### src/ccs_pkg.sv
// Constants, register map and field layout of the charge cycle sequencer
package ccs_pkg;

  localparam int CLK_HZ = 25_000_000;
  // Timebase: one second tick, alert width, blink half period
  localparam int SEC_S = 1;
  localparam int SEC_CYC = SEC_S * CLK_HZ;
  localparam int ALERT_US = 256;
  localparam int ALERT_CYC =
    int'((64'(ALERT_US) * 64'(CLK_HZ)) / 64'hF4240);
  localparam int BLINK_HALF_MS = 500;
  localparam int BLINK_CYC =
    int'((64'(BLINK_HALF_MS) * 64'(CLK_HZ)) / 64'h3E8);

  // Safety, top-off and shipping durations in seconds
  localparam int SEC_PER_H = 3600;
  localparam logic [16:0] LOWV_LIMIT_S = 17'(2 * SEC_PER_H);
  localparam logic [16:0] FAST_LIMIT_H0 = 17'(5 * SEC_PER_H);
  localparam logic [16:0] FAST_LIMIT_H1 = 17'(10 * SEC_PER_H);
  localparam logic [16:0] FAST_LIMIT_H2 = 17'(15 * SEC_PER_H);
  localparam logic [16:0] FAST_LIMIT_H3 = 17'(20 * SEC_PER_H);
  localparam int TOPOFF_UNIT_S = 900;
  localparam logic [7:0] SHIP_DLY_S = 8'h0A;

  // Register byte addresses
  localparam logic [3:0] ADDR_CTRL = 4'h0;
  localparam logic [3:0] ADDR_STATUS = 4'h4;
  localparam logic [3:0] ADDR_FAULT = 4'h8;

  // Control register fields
  localparam int CTL_CHG_CFG = 0;
  localparam int CTL_TERM_EN = 1;
  localparam int CTL_TIMER_EN = 2;
  localparam int CTL_HALF_ALLOW = 3;
  localparam int CTL_SW_OFF = 4;
  localparam int CTL_SW_DLY = 5;
  localparam int CTL_REG_RST = 6;
  localparam int CTL_DPM_MASK = 7;
  localparam int CTL_LIMIT_LO = 8;
  localparam int CTL_IND_LO = 10;
  localparam int CTL_RECHG = 12;
  localparam int CTL_TOPOFF_LO = 14;
  localparam logic [15:0] CTRL_RST = 16'h010F;

  // Two-bit field codes
  localparam logic [1:0] PH_OFF = 2'h0;
  localparam logic [1:0] PH_PRE = 2'h1;
  localparam logic [1:0] PH_FAST = 2'h2;
  localparam logic [1:0] PH_DONE = 2'h3;
  localparam logic [1:0] FLT_NONE = 2'h0;
  localparam logic [1:0] FLT_INPUT = 2'h1;
  localparam logic [1:0] FLT_THERMAL = 2'h2;
  localparam logic [1:0] FLT_TIMER = 2'h3;
  localparam logic [1:0] IND_OFF = 2'h3;

  typedef enum logic [2:0] {
    ST_OFF, ST_SHORT, ST_PRE, ST_FAST, ST_TOPOFF, ST_DONE, ST_EXPIRED
  } ccs_state_t;

endpackage

### src/ccs_sequencer.sv
// Charge phase sequencer with timers, shipping mode, pins and alerts
`timescale 1ns/1ns
`default_nettype none
module ccs_sequencer #(
  parameter int SEC_CYCLES = ccs_pkg::SEC_CYC,
  parameter int ALERT_CYCLES = ccs_pkg::ALERT_CYC,
  parameter int BLINK_CYCLES = ccs_pkg::BLINK_CYC
) (
  input wire logic mclk, // 25 MHz clock
  input wire logic srst, // Synchronous reset
  input wire logic [3:0] reg_addr, // Register byte address
  input wire logic [15:0] reg_wdata, // Write data
  input wire logic reg_wr, // Write strobe
  input wire logic reg_rd, // Read strobe
  output logic [15:0] reg_rdata, // Read data, cycle after strobe
  input wire logic vbat_below_short, // Battery under 2.2 V
  input wire logic vbat_below_pre, // Battery under 3 V
  input wire logic vbat_below_lowv, // Battery under low-battery level
  input wire logic vbat_above_recharge, // Battery over recharge level
  input wire logic ichg_below_term, // Charge current under term level
  input wire logic input_current_limiting_flag, // Input limit active
  input wire logic thermal_regulating, // Thermal regulation active
  input wire logic charge_enable_n, // Enable pin, low enables
  input wire logic adapter_present, // Adapter attached
  input wire logic input_qualified, // All input checks pass
  input wire logic source_detect_done, // Source type detection over
  input wire logic source_identified, // Pulse: source identified
  input wire logic good_input_event, // Pulse: good input found
  input wire logic input_removed_event, // Pulse: input removed
  input wire logic input_overvoltage, // Input fault present
  input wire logic thermal_shutdown, // Thermal fault present
  output logic battery_switch, // Battery switch closed
  output logic recharge_threshold_select, // Recharge level choice
  output logic power_good_pin_n, // Power good, low active
  output logic indicator_out, // Indicator pin drive level
  output logic indicator_oe, // Indicator pin pull-down enable
  output logic alert_n // Alert pulse, low active
);

  localparam logic [31:0] SEC_LAST = 32'(SEC_CYCLES - 1);
  localparam logic [31:0] ALERT_LAST = 32'(ALERT_CYCLES - 1);
  localparam logic [31:0] BLINK_LAST = 32'(BLINK_CYCLES - 1);

  // Fast-charge limit by select field, 2 h limit below low level
  function automatic logic [16:0] safety_limit(input logic [1:0] sel,
                                                input logic low);
    logic [16:0] lim;
    case (sel)
      2'h0: lim = ccs_pkg::FAST_LIMIT_H0;
      2'h1: lim = ccs_pkg::FAST_LIMIT_H1;
      2'h2: lim = ccs_pkg::FAST_LIMIT_H2;
      default: lim = ccs_pkg::FAST_LIMIT_H3;
    endcase
    safety_limit = low ? ccs_pkg::LOWV_LIMIT_S : lim;
  endfunction

  ccs_pkg::ccs_state_t st_q, st_d, pick_st;
  logic [15:0] ctrl_q, ctrl_d;
  logic [31:0] pre_q, al_cnt_q, blink_cnt_q;
  logic [16:0] safe_q, safe_lim;
  logic [11:0] topoff_q, topoff_len_s;
  logic [1:0] topoff_len_q, fault_q, fault_live, phase;
  logic [7:0] ship_cnt_q;
  logic half_q, ship_q, alert_q, blink_q, pg_q, bsw_q, ind_oe_q;
  logic lock_q, read_seen_q, en_q, dpm_q, adapter_q;
  logic sec_tick, slow, cnt_tick, reg_active, fault_active, en_req;
  logic term_hit, term_evt, topoff_done, topoff_exp, safety_exp;
  logic charging, en_rise, adapter_rise, dpm_evt, fault_evt, any_evt;
  logic wr_ctrl, rd_fault, reg_rst_w, term_en, timer_en, half_allow;
  logic [1:0] limit_sel, ind_cfg, topoff_set;

  // Register decode and control fields
  assign wr_ctrl = reg_wr && (reg_addr == ccs_pkg::ADDR_CTRL);
  assign rd_fault = reg_rd && (reg_addr == ccs_pkg::ADDR_FAULT);
  assign reg_rst_w = wr_ctrl && reg_wdata[ccs_pkg::CTL_REG_RST];
  assign term_en = ctrl_q[ccs_pkg::CTL_TERM_EN];
  assign timer_en = ctrl_q[ccs_pkg::CTL_TIMER_EN];
  assign half_allow = ctrl_q[ccs_pkg::CTL_HALF_ALLOW];
  assign limit_sel = ctrl_q[ccs_pkg::CTL_LIMIT_LO +: 2];
  assign ind_cfg = ctrl_q[ccs_pkg::CTL_IND_LO +: 2];
  assign topoff_set = ctrl_q[ccs_pkg::CTL_TOPOFF_LO +: 2];
  assign recharge_threshold_select = ctrl_q[ccs_pkg::CTL_RECHG];

  // Register reset bit is a self-clearing action, never stored
  always_comb begin
    ctrl_d = ctrl_q;
    if (reg_rst_w) begin
      ctrl_d = ccs_pkg::CTRL_RST;
    end else if (wr_ctrl) begin
      ctrl_d = reg_wdata & ~(16'h0001 << ccs_pkg::CTL_REG_RST);
    end
    if (adapter_rise) begin
      ctrl_d[ccs_pkg::CTL_SW_OFF] = 1'b0;
    end
  end

  always_ff @(posedge mclk) begin
    if (srst) begin
      ctrl_q <= ccs_pkg::CTRL_RST;
    end else begin
      ctrl_q <= ctrl_d;
    end
  end

  // Charging request from config bit, pin and switch-off bit
  assign en_req = ctrl_q[ccs_pkg::CTL_CHG_CFG] && !charge_enable_n &&
                  !ctrl_q[ccs_pkg::CTL_SW_OFF];
  assign reg_active = input_current_limiting_flag || thermal_regulating;
  assign fault_active = input_overvoltage || thermal_shutdown;
  assign en_rise = en_req && !en_q;
  assign adapter_rise = adapter_present && !adapter_q;
  assign dpm_evt = input_current_limiting_flag && !dpm_q &&
                   !ctrl_q[ccs_pkg::CTL_DPM_MASK];

  // Edge history for enable, adapter and limit flag
  always_ff @(posedge mclk) begin
    if (srst) begin
      en_q <= 1'b0;
      adapter_q <= 1'b0;
      dpm_q <= 1'b0;
    end else begin
      en_q <= en_req;
      adapter_q <= adapter_present;
      dpm_q <= input_current_limiting_flag;
    end
  end

  // One-second timebase shared by every long timer
  assign sec_tick = (pre_q == SEC_LAST);
  always_ff @(posedge mclk) begin
    if (srst || sec_tick) begin
      pre_q <= '0;
    end else begin
      pre_q <= pre_q + 32'h1;
    end
  end

  // Half rate in regulation; faults freeze both charge timers
  assign slow = reg_active && half_allow;
  assign cnt_tick = sec_tick && !fault_active && (!slow || half_q);
  always_ff @(posedge mclk) begin
    if (srst || !slow) begin
      half_q <= 1'b0;
    end else if (sec_tick) begin
      half_q <= ~half_q;
    end
  end

  // Phase choice and termination condition
  assign pick_st = vbat_below_short ? ccs_pkg::ST_SHORT :
                   vbat_below_pre ? ccs_pkg::ST_PRE :
                   ccs_pkg::ST_FAST;
  assign term_hit = vbat_above_recharge && ichg_below_term &&
                    term_en && !reg_active;
  assign charging = (st_q == ccs_pkg::ST_SHORT) ||
                    (st_q == ccs_pkg::ST_PRE) || (st_q == ccs_pkg::ST_FAST);
  assign topoff_len_s = 12'(topoff_len_q * ccs_pkg::TOPOFF_UNIT_S);
  assign topoff_done = (topoff_q >= topoff_len_s);
  assign safe_lim = safety_limit(limit_sel,
                                 vbat_below_lowv || (st_q != ccs_pkg::ST_FAST));
  assign safety_exp = charging && timer_en && (safe_q >= safe_lim);

  // Charge cycle sequence
  always_comb begin
    st_d = st_q;
    case (st_q)
      ccs_pkg::ST_OFF: begin
        if (en_req) st_d = pick_st;
      end
      ccs_pkg::ST_SHORT: begin
        if (!vbat_below_short) st_d = ccs_pkg::ST_PRE;
      end
      ccs_pkg::ST_PRE: begin
        if (!vbat_below_pre) st_d = ccs_pkg::ST_FAST;
      end
      ccs_pkg::ST_FAST: begin
        if (term_hit) begin
          st_d = (topoff_set != 2'h0) ? ccs_pkg::ST_TOPOFF :
                 ccs_pkg::ST_DONE;
        end
      end
      ccs_pkg::ST_TOPOFF: begin
        if (topoff_done) st_d = ccs_pkg::ST_DONE;
      end
      ccs_pkg::ST_DONE: begin
        if (!vbat_above_recharge) st_d = pick_st;
      end
      ccs_pkg::ST_EXPIRED: st_d = ccs_pkg::ST_EXPIRED;
      default: st_d = ccs_pkg::ST_OFF;
    endcase
    if (safety_exp) st_d = ccs_pkg::ST_EXPIRED;
    if (!en_req || reg_rst_w) st_d = ccs_pkg::ST_OFF;
  end

  always_ff @(posedge mclk) begin
    if (srst) begin
      st_q <= ccs_pkg::ST_OFF;
    end else begin
      st_q <= st_d;
    end
  end

  assign term_evt = (st_q == ccs_pkg::ST_FAST) &&
                    ((st_d == ccs_pkg::ST_TOPOFF) ||
                     (st_d == ccs_pkg::ST_DONE));
  assign topoff_exp = (st_q == ccs_pkg::ST_TOPOFF) &&
                      (st_d == ccs_pkg::ST_DONE);

  // Safety timer: cleared outside an active cycle, saturates at limit
  always_ff @(posedge mclk) begin
    if (srst || !charging) begin
      safe_q <= '0;
    end else if (cnt_tick && (safe_q < safe_lim)) begin
      safe_q <= safe_q + 17'h1;
    end
  end

  // Top-off timer and its setting latched at termination
  always_ff @(posedge mclk) begin
    if (srst || en_rise || term_evt || reg_rst_w) begin
      topoff_q <= '0;
    end else if ((st_q == ccs_pkg::ST_TOPOFF) && cnt_tick) begin
      topoff_q <= topoff_q + 12'h1;
    end
  end

  always_ff @(posedge mclk) begin
    if (srst) begin
      topoff_len_q <= 2'h0;
    end else if (term_evt) begin
      topoff_len_q <= topoff_set;
    end
  end

  // Shipping mode: immediate or after the shipping delay
  always_ff @(posedge mclk) begin
    if (srst || reg_rst_w || adapter_rise ||
        !ctrl_q[ccs_pkg::CTL_SW_OFF]) begin
      ship_q <= 1'b0;
      ship_cnt_q <= '0;
    end else if (!ship_q) begin
      if (!ctrl_q[ccs_pkg::CTL_SW_DLY] ||
          (ship_cnt_q == ccs_pkg::SHIP_DLY_S)) begin
        ship_q <= 1'b1;
      end else if (sec_tick) begin
        ship_cnt_q <= ship_cnt_q + 8'h1;
      end
    end
  end

  // Fault field source, priority input, thermal, timer
  assign fault_live = input_overvoltage ? ccs_pkg::FLT_INPUT :
                      thermal_shutdown ? ccs_pkg::FLT_THERMAL :
                      (st_q == ccs_pkg::ST_EXPIRED) ? ccs_pkg::FLT_TIMER :
                      ccs_pkg::FLT_NONE;
  assign fault_evt = (fault_live != ccs_pkg::FLT_NONE) && !lock_q;

  // Latched faults: a read hands back the latch, then loads present
  always_ff @(posedge mclk) begin
    if (srst) begin
      fault_q <= ccs_pkg::FLT_NONE;
      lock_q <= 1'b0;
      read_seen_q <= 1'b0;
    end else begin
      if (fault_evt) begin
        fault_q <= fault_live;
        lock_q <= 1'b1;
        read_seen_q <= 1'b0;
      end else if (rd_fault) begin
        fault_q <= fault_live;
        read_seen_q <= 1'b1;
      end else if (!lock_q) begin
        fault_q <= fault_live;
      end
      if (lock_q && read_seen_q && (fault_live == ccs_pkg::FLT_NONE)) begin
        lock_q <= 1'b0;
      end
    end
  end

  // Alert pulse, retriggered by any event; width fixed by counter
  assign any_evt = source_identified || good_input_event ||
                   input_removed_event || term_evt || topoff_exp ||
                   fault_evt || dpm_evt;
  always_ff @(posedge mclk) begin
    if (srst) begin
      alert_q <= 1'b0;
      al_cnt_q <= '0;
    end else if (any_evt) begin
      alert_q <= 1'b1;
      al_cnt_q <= ALERT_LAST;
    end else if (al_cnt_q != 32'h0) begin
      al_cnt_q <= al_cnt_q - 32'h1;
    end else begin
      alert_q <= 1'b0;
    end
  end
  assign alert_n = ~alert_q;

  // Blink timebase for the suspend indication
  always_ff @(posedge mclk) begin
    if (srst) begin
      blink_cnt_q <= '0;
      blink_q <= 1'b0;
    end else if (blink_cnt_q == BLINK_LAST) begin
      blink_cnt_q <= '0;
      blink_q <= ~blink_q;
    end else begin
      blink_cnt_q <= blink_cnt_q + 32'h1;
    end
  end

  // Phase field encoding
  assign phase = (st_q == ccs_pkg::ST_SHORT) ? ccs_pkg::PH_PRE :
                 (st_q == ccs_pkg::ST_PRE) ? ccs_pkg::PH_PRE :
                 (st_q == ccs_pkg::ST_FAST) ? ccs_pkg::PH_FAST :
                 ((st_q == ccs_pkg::ST_TOPOFF) ||
                  (st_q == ccs_pkg::ST_DONE)) ? ccs_pkg::PH_DONE :
                 ccs_pkg::PH_OFF;

  // Pins: switch opens in the done state, after any top-off, or in shipping mode
  always_ff @(posedge mclk) begin
    if (srst) begin
      pg_q <= 1'b0;
      bsw_q <= 1'b1;
      ind_oe_q <= 1'b0;
    end else begin
      pg_q <= input_qualified && source_detect_done;
      bsw_q <= !ship_q && (st_q != ccs_pkg::ST_DONE);
      if (ind_cfg == ccs_pkg::IND_OFF) begin
        ind_oe_q <= 1'b0;
      end else if (fault_active || (st_q == ccs_pkg::ST_EXPIRED)) begin
        ind_oe_q <= blink_q;
      end else begin
        ind_oe_q <= charging || (st_q == ccs_pkg::ST_TOPOFF);
      end
    end
  end
  assign battery_switch = bsw_q;
  assign power_good_pin_n = ~pg_q;
  assign indicator_oe = ind_oe_q;
  assign indicator_out = 1'b0; // Open drain: only ever pulls low

  // Read data in the cycle after the strobe; unmapped reads zero
  always_ff @(posedge mclk) begin
    if (srst) begin
      reg_rdata <= '0;
    end else if (reg_rd) begin
      case (reg_addr)
        ccs_pkg::ADDR_CTRL: reg_rdata <= ctrl_q;
        ccs_pkg::ADDR_STATUS: reg_rdata <= {8'h00, bsw_q, ship_q,
          thermal_regulating, input_current_limiting_flag, pg_q,
          (st_q == ccs_pkg::ST_TOPOFF), phase};
        ccs_pkg::ADDR_FAULT: reg_rdata <= {14'h0000, fault_q};
        default: reg_rdata <= '0;
      endcase
    end else begin
      reg_rdata <= '0;
    end
  end

  // Checks on the sequencing
  a_term_alert: assert property (@(posedge mclk) disable iff (srst)
    term_evt |=> alert_q && (phase == ccs_pkg::PH_DONE || !en_req))
    else $error("termination without phase 11 and alert");
  a_term_disabled: assert property (@(posedge mclk) disable iff (srst)
    (st_q == ccs_pkg::ST_FAST && !term_en) |=> st_q != ccs_pkg::ST_DONE)
    else $error("terminated with termination disabled");
  a_term_regulating: assert property (@(posedge mclk) disable iff (srst)
    (st_q == ccs_pkg::ST_FAST && reg_active) |=>
      !(st_q inside {ccs_pkg::ST_DONE, ccs_pkg::ST_TOPOFF}))
    else $error("terminated during regulation");
  a_alert_width: assert property (@(posedge mclk) disable iff (srst)
    $rose(alert_q) |-> alert_q[*8])
    else $error("alert pulse too short");
  a_timer_off: assert property (@(posedge mclk) disable iff (srst)
    (!timer_en && st_q != ccs_pkg::ST_EXPIRED) |=>
      st_q != ccs_pkg::ST_EXPIRED)
    else $error("expiry with timer disabled");
  a_ship_exit: assert property (@(posedge mclk) disable iff (srst)
    (ship_q && adapter_rise) |=> !ship_q ##1 bsw_q)
    else $error("adapter did not end shipping mode");
  a_power_good: assert property (@(posedge mclk) disable iff (srst)
    !(input_qualified && source_detect_done) |=> power_good_pin_n)
    else $error("power good without qualification");
  a_fault_reread: assert property (@(posedge mclk) disable iff (srst)
    (rd_fault && !fault_evt) |=> fault_q == $past(fault_live))
    else $error("fault read did not load present state");
  a_topoff_pause: assert property (@(posedge mclk) disable iff (srst)
    (st_q == ccs_pkg::ST_TOPOFF && fault_active && !reg_rst_w) |=>
      $stable(topoff_q))
    else $error("top-off timer ran during fault");
  a_indicator_off: assert property (@(posedge mclk) disable iff (srst)
    (ind_cfg == ccs_pkg::IND_OFF) |=> !indicator_oe)
    else $error("indicator driven while disabled");

endmodule // ccs_sequencer
`default_nettype wire

### config.mk
export PLATFORM = sky130hd
export DESIGN_NAME = ccs_sequencer
export DESIGN_NICKNAME = d
export VERILOG_FILES = /design/src/ccs_pkg.sv /design/src/ccs_sequencer.sv
export SDC_FILE = /design/constraint.sdc
export NUM_CORES = 1
export LEC_CHECK = 0
export ABC_CLOCK_PERIOD_IN_PS = 8700
export BUFFER_PORTS_ARGS = -buffer_cell sky130_fd_sc_hd__buf_2
export CAP_MARGIN = 20
export CELL_PAD_IN_SITES_DETAIL_PLACEMENT = 1
export CELL_PAD_IN_SITES_GLOBAL_PLACEMENT = 1
export CORE_MARGIN = 2
export CORE_UTILIZATION = 40
export CTS_BUF_LIST = sky130_fd_sc_hd__clkbuf_4
export DETAILED_ROUTE_END_ITERATION = 10
export PLACE_DENSITY = 0.74
export SLEW_MARGIN = 20
export SYNTH_ARGS = -nofsm -noshare
export SYNTH_HDL_FRONTEND = slang
export SYNTH_SLANG_ARGS = --single-unit
### constraint.sdc
create_clock -name mclk -period 8.7 [get_ports mclk]
set_input_delay 0.87 -clock mclk [delete_from_list [all_inputs] [get_ports mclk]]
set_output_delay 0.87 -clock mclk [all_outputs]
set_load 0.01 [all_outputs]
Word level (Yosys, flattened, before mapping). Index checks and enable logic that the tools add are counted. Widths: inputs -> output; s select.

Reduce and logical (&&, ||, !) cells: 84. Eq/ne operators: 20. Order comparisons: 3. Multiply operators: 1. Add/sub/neg operators: 6. Multiplexer cells: 32. Bitwise gates (word level): 7.

Operator list (count): $add 32x1->32 const B (2); $pmux 17 s3 (1); $pmux 16 s3 (1); $eq 32x24->1 const B (1); $eq 32x25->1 const B (1); $reduce_bool 32->1 (1); $sub 32x1->32 const B (1); $logic_or 1x1->1 (27); $logic_and 1x1->1 (26); $mux 13 (2); $mux 3 (8); $mux 2 (11); $pmux 3 s7 (1); $add 17x1->17 const B (1); $ge 17x17->1 (1); $lt 17x17->1 (1); $mux 17 (1); $eq 3x3->1 const B (5); $logic_not 1->1 (14); $reduce_or 2->1 (7); $add 12x1->12 const B (1); $ge 12x12->1 (1); $mul 2x8->10 const B (1); $add 8x1->8 const B (1); 19 further kinds (36).

Bits of input ports: 40. Logic and storage cells: 178. Bits in registers: 183. Output and inout bits: 22.

Depth between registers and ports, before layout.
Word-level depth: 15. Mapped depth: 15. Gate-level depth less buffers: 13.

Worst setup path after synthesis. No wires, ideal clock.

Path kind: register -> register. From: reg st_q[0]. To: reg topoff_q[10]. Buffers on the path: 3. Library setup time: 0.128 ns. Data required time: 8.572 ns. Path slack: 5.311 ns. Data arrival time: 3.261 ns. Cell stages (with the launch flop): 15. Path through: dfxtp_1 clkbuf_1 clkbuf_1 nand2_1 or3_1 o21ai_0 ha_1 a21oi_1 o21a_1 o21ai_0 and2_1 nor4_1 or3_1 clkbuf_1 nor2_1.

Longest elaborated chain between the ends: 12. Elaborated cells between the ends (all ways): 31. Those cells by class: order compare: 1; eq/ne: 9; mux: 10; reduce/logical: 11.

Ends and longest elaborated chain: from (decl) (line ccs_sequencer.sv:57) `ccs_pkg::ccs_state_t st_q, st_d, pick_st;`; from (signal assigned) (line ccs_sequencer.sv:197) `st_q <= ccs_pkg::ST_OFF;`; from (signal assigned) (line ccs_sequencer.sv:199) `st_q <= st_d;`; $ne 3x2->1 (tied with other cells) (line ccs_sequencer.sv:160) `vbat_below_lowv || (st_q != ccs_pkg::ST_FAST));`; $logic_or 1x1->1 (on tied branches) (line ccs_sequencer.sv:160, ccs_sequencer.sv:155); $mux 17 / $logic_or 1x1->1 (equally long branches) (line ccs_sequencer.sv:54, ccs_sequencer.sv:156); $ge 17x17->1 / $logic_and 1x1->1 (equally long branches) (line ccs_sequencer.sv:161) `assign safety_exp = charging && timer_en && (safe_q >= safe_lim);`; $logic_and 1x1->1 (line ccs_sequencer.sv:161); $mux 3 (line ccs_sequencer.sv:191) `if (safety_exp) st_d = ccs_pkg::ST_EXPIRED;`; $mux 3 (line ccs_sequencer.sv:192) `if (!en_req || reg_rst_w) st_d = ccs_pkg::ST_OFF;`; $eq 3x3->1 (on tied branches) (line ccs_sequencer.sv:204, ccs_sequencer.sv:205); $logic_or 1x1->1 (line ccs_sequencer.sv:204) `((st_d == ccs_pkg::ST_TOPOFF) ||`; $logic_and 1x1->1 (line ccs_sequencer.sv:203) `assign term_evt = (st_q == ccs_pkg::ST_FAST) &&`; $logic_or 1x1->1 (2 in a row) (line ccs_sequencer.sv:220) `if (srst || en_rise || term_evt || reg_rst_w) begin`; to (signal assigned) (line ccs_sequencer.sv:223) `topoff_q <= topoff_q + 12'h1;`; to (decl) (line ccs_sequencer.sv:61) `logic [11:0] topoff_q, topoff_len_s;`.

Parallel ways exist; a longest one is shown, timed or not. A chain may end at the register's enable or synchronous reset.

Worst setup path in the final report.
From: reg st_q[1]. To: reg topoff_q[1].

Same word-level chain as after synthesis.

==> results.ini <==
[floorplan]
design.die.area_sq_mm=0.0226
core_area_sq_mm=0.0210
die_y_microns=150
io_pins=62
initial_core_util_pct=40.7
core.rowCount=53
die_w_microns=150

[sta]
finalHoldViolations=0
drv_slew=0
clock_skew_ns=0.0347
min_period_ns=3.94
max_slew_margin_pct=33.0
fin_crit_sh_pct=45.3
fin_hold_ws_ns=0.465
final-setup-viol-count=0
tightest_slew_ns=1.00
fmaxAchievable_ghz=0.254
fin_setup_tns_ns=0
rsz0062_at_grt=no

[clock_network]
cts_sinks=183
clock-root-buffer=clkbuf_4
cts_buffer_depth=2
clkTransAtPathRegs_ns=0.16
ctsHoldBuffers=0
post_cts_buffers=0
cts_tree=built
insertion_delay_ns=0.62
htreeDepth=4
cts-resized-gates=0
cts_inserted_buffers=17

[synthesis]
postSynthAreaPerCell_sq_um=8.53
async_reset_ff_share_pct=0
synth_nets=1079
synth_edf_count=0
synth_area_sq_mm=0.00856
yosysSeqAreaShare_pct=42.8
synth-seq-cells=183
ys_types=60
synth-main-ff-cell=dfxtp_1
synth_warnings=0
synth_cells=1004

[route]
wl_per_cell_microns=15.5
viasPerCell=5.23
final_antenna_net_count=0
wirelength_microns=20800
firstDrtPassIters=4
vias=7029
drc=0
drtIter0Drc=259

[critical_path]
critPathMaxStageDelay_ns=0.59
critical_path_class=flip-flop to flip-flop
cp_cell_sequence=nor2b_1 > nand2_1 > or3_1 > o21ai_0 > ha_1 > a21oi_1 > o21a_1 > o21ai_0 > and2_1 > nor4_1 > or3_1 > nor2_1
critPathCaptureType=flip-flop
cp-startpoint=st_q[1]
crit_arrival_ns=4.44
start_kind=flip-flop
critPathRequiredTime_ns=9.20
critPathSlowestCell=nor4_1
timing.rr.start=st_q[1]
worstPathMaxFanout=14

[placement]
place_hpwl_microns=15300
io_buffers=60
gp_congestion=0.798

[power]
vdd_drop_max_mv=0.0675
p_total_mw=1.41
p_leak_nw=3.51
powerDensity_mw_per_mm2=150

[worst_hold_path]
hold_path.class=flip-flop to flip-flop
hp-start=ctrl_q[13]

[outcome]
outcome=completed

[finish]
final_layout_size_suffix_gt1_share_pct=10.4
final-seq-area_sq_mm=0.00366
multi_input_area_sq_mm=0.00465
layout.nets=1128
fillCellCount=2562
synthToLayoutAreaGrowth_pct=9.73

[global_route]
antenna_found_initial=3
grt_max_degree=33
grt_usage_pct=19.0
grt.overflow.total=0
grt_pass1_wl_microns=34100
first_global_vias=6851

[job]
drv_cap=0

logic make-up after synthesis:
kind of cell    synth area share [%]
mux                            0.979
flops                           42.8
xor+xnor                        11.9
simple gates                    28.8
buf+inv                         2.94
fa+ha+maj                       5.11
compound gates                  7.47
other cells                   0.0438
cells in the mapped netlist, types with 29 or more instances:
master | number | area (sq um)
nand3_1 | 43 | 215
nand2_1 | 96 | 360
ha_1 | 35 | 438
xnor2_1 | 51 | 447
inv_1 | 31 | 116
a21oi_1 | 37 | 185
dfxtp_1 | 183 | 3660
and3_1 | 31 | 194
xor2_1 | 65 | 569
nor3_1 | 30 | 150
clkbuf_1 | 29 | 109
nor2_1 | 165 | 619
sequential cells by signal, indices dropped and copies added, names as in the netlist, 3 cells and up:
signal,flops
topoff_q,12
ship_cnt_q,8
blink_cnt_q,32
reg_rdata,16
al_cnt_q,32
pre_q,32
safe_q,17
ctrl_q,15
st_q,3
worst paths after layout:
check	endpoint	cells after the start	slack (ns)
max	topoff_q[1]	12	4.76
min	ctrl_q[13]	2	0.46
max reg2reg	topoff_q[1]	12	4.76
min reg2reg	ctrl_q[13]	2	0.46
power breakdown:
group,switching [mW],internal (mW),total [mW]
sequential,0.0101,0.848,0.858
combinational,0.0423,0.0243,0.0666
clock,0.334,0.155,0.489
total,0.387,1.03,1.41
area by class of cell:
class | instances | area share (%)
clock inverters | 15 | 1.73
inverters | 31 | 1.24
diodes | 2 | 0.0533
well taps | 275 | 3.66
multi-input cells | 757 | 49.5
flip-flops and latches | 183 | 39.0
clock buffers | 17 | 1.36
repair buffers | 63 | 3.44
metal layers:
layer	track usage [%]	vias up	share of wire (%)
li1	-	3551	-
met1	24.9	3366	47
met2	31.2	90	47
met3	4.61	20	3.9
met4	5.14	2	1.6
met5	0	-	0.053
cells in the final DEF (no fill, tap or decap), types with 4 or more instances in the layout:
| cell | count |
|---|---|
| and3_1 | 31 |
| nor2b_1 | 13 |
| o21ai_0 | 17 |
| nand4_1 | 28 |
| a22oi_1 | 5 |
| and2_1 | 5 |
| nor4_1 | 14 |
| nor2_1 | 165 |
| xor2_1 | 65 |
| and4_1 | 7 |
| nor3_1 | 30 |
| a211oi_1 | 4 |
| nor4b_1 | 7 |
| or2_2 | 5 |
| xnor2_1 | 51 |
| mux2i_1 | 5 |
| nand3_1 | 43 |
| inv_1 | 31 |
| or4_1 | 7 |
| buf_2 | 60 |
| o31ai_1 | 5 |
| nor3b_1 | 9 |
| clkbuf_4 | 17 |
| a21oi_1 | 37 |
| nand2b_1 | 4 |
| or3_1 | 10 |
| nand2_1 | 96 |
| ha_1 | 35 |
| nand3b_1 | 6 |
| a31oi_1 | 8 |
| dfxtp_1 | 183 |
| inv_8 | 4 |
critical path: cells and delay by family (launching register included):
family                     cells  cell delay, ns
and+or+nand+nor                7            2.42
DFF                            1            0.58
AOI/OAI and AO/OA              4            0.57
adders and majority gates      1            0.27
through the flow:
stage | utilization (%) | std cells | area [sq um] | setup WS [ns]
floorplan | - | 1004 | 8560 | 5.31
detailed placement | 43.3 | 1309 | 9100 | 4.83
global route | 44.7 | 1342 | 9390 | 4.44
finish | 44.7 | 1343 | 9400 | 4.76
CTS | 44.7 | 1341 | 9390 | 4.77
global placement | 43.3 | 1309 | 9100 | 4.97
(Power assumes the default switching activity.)
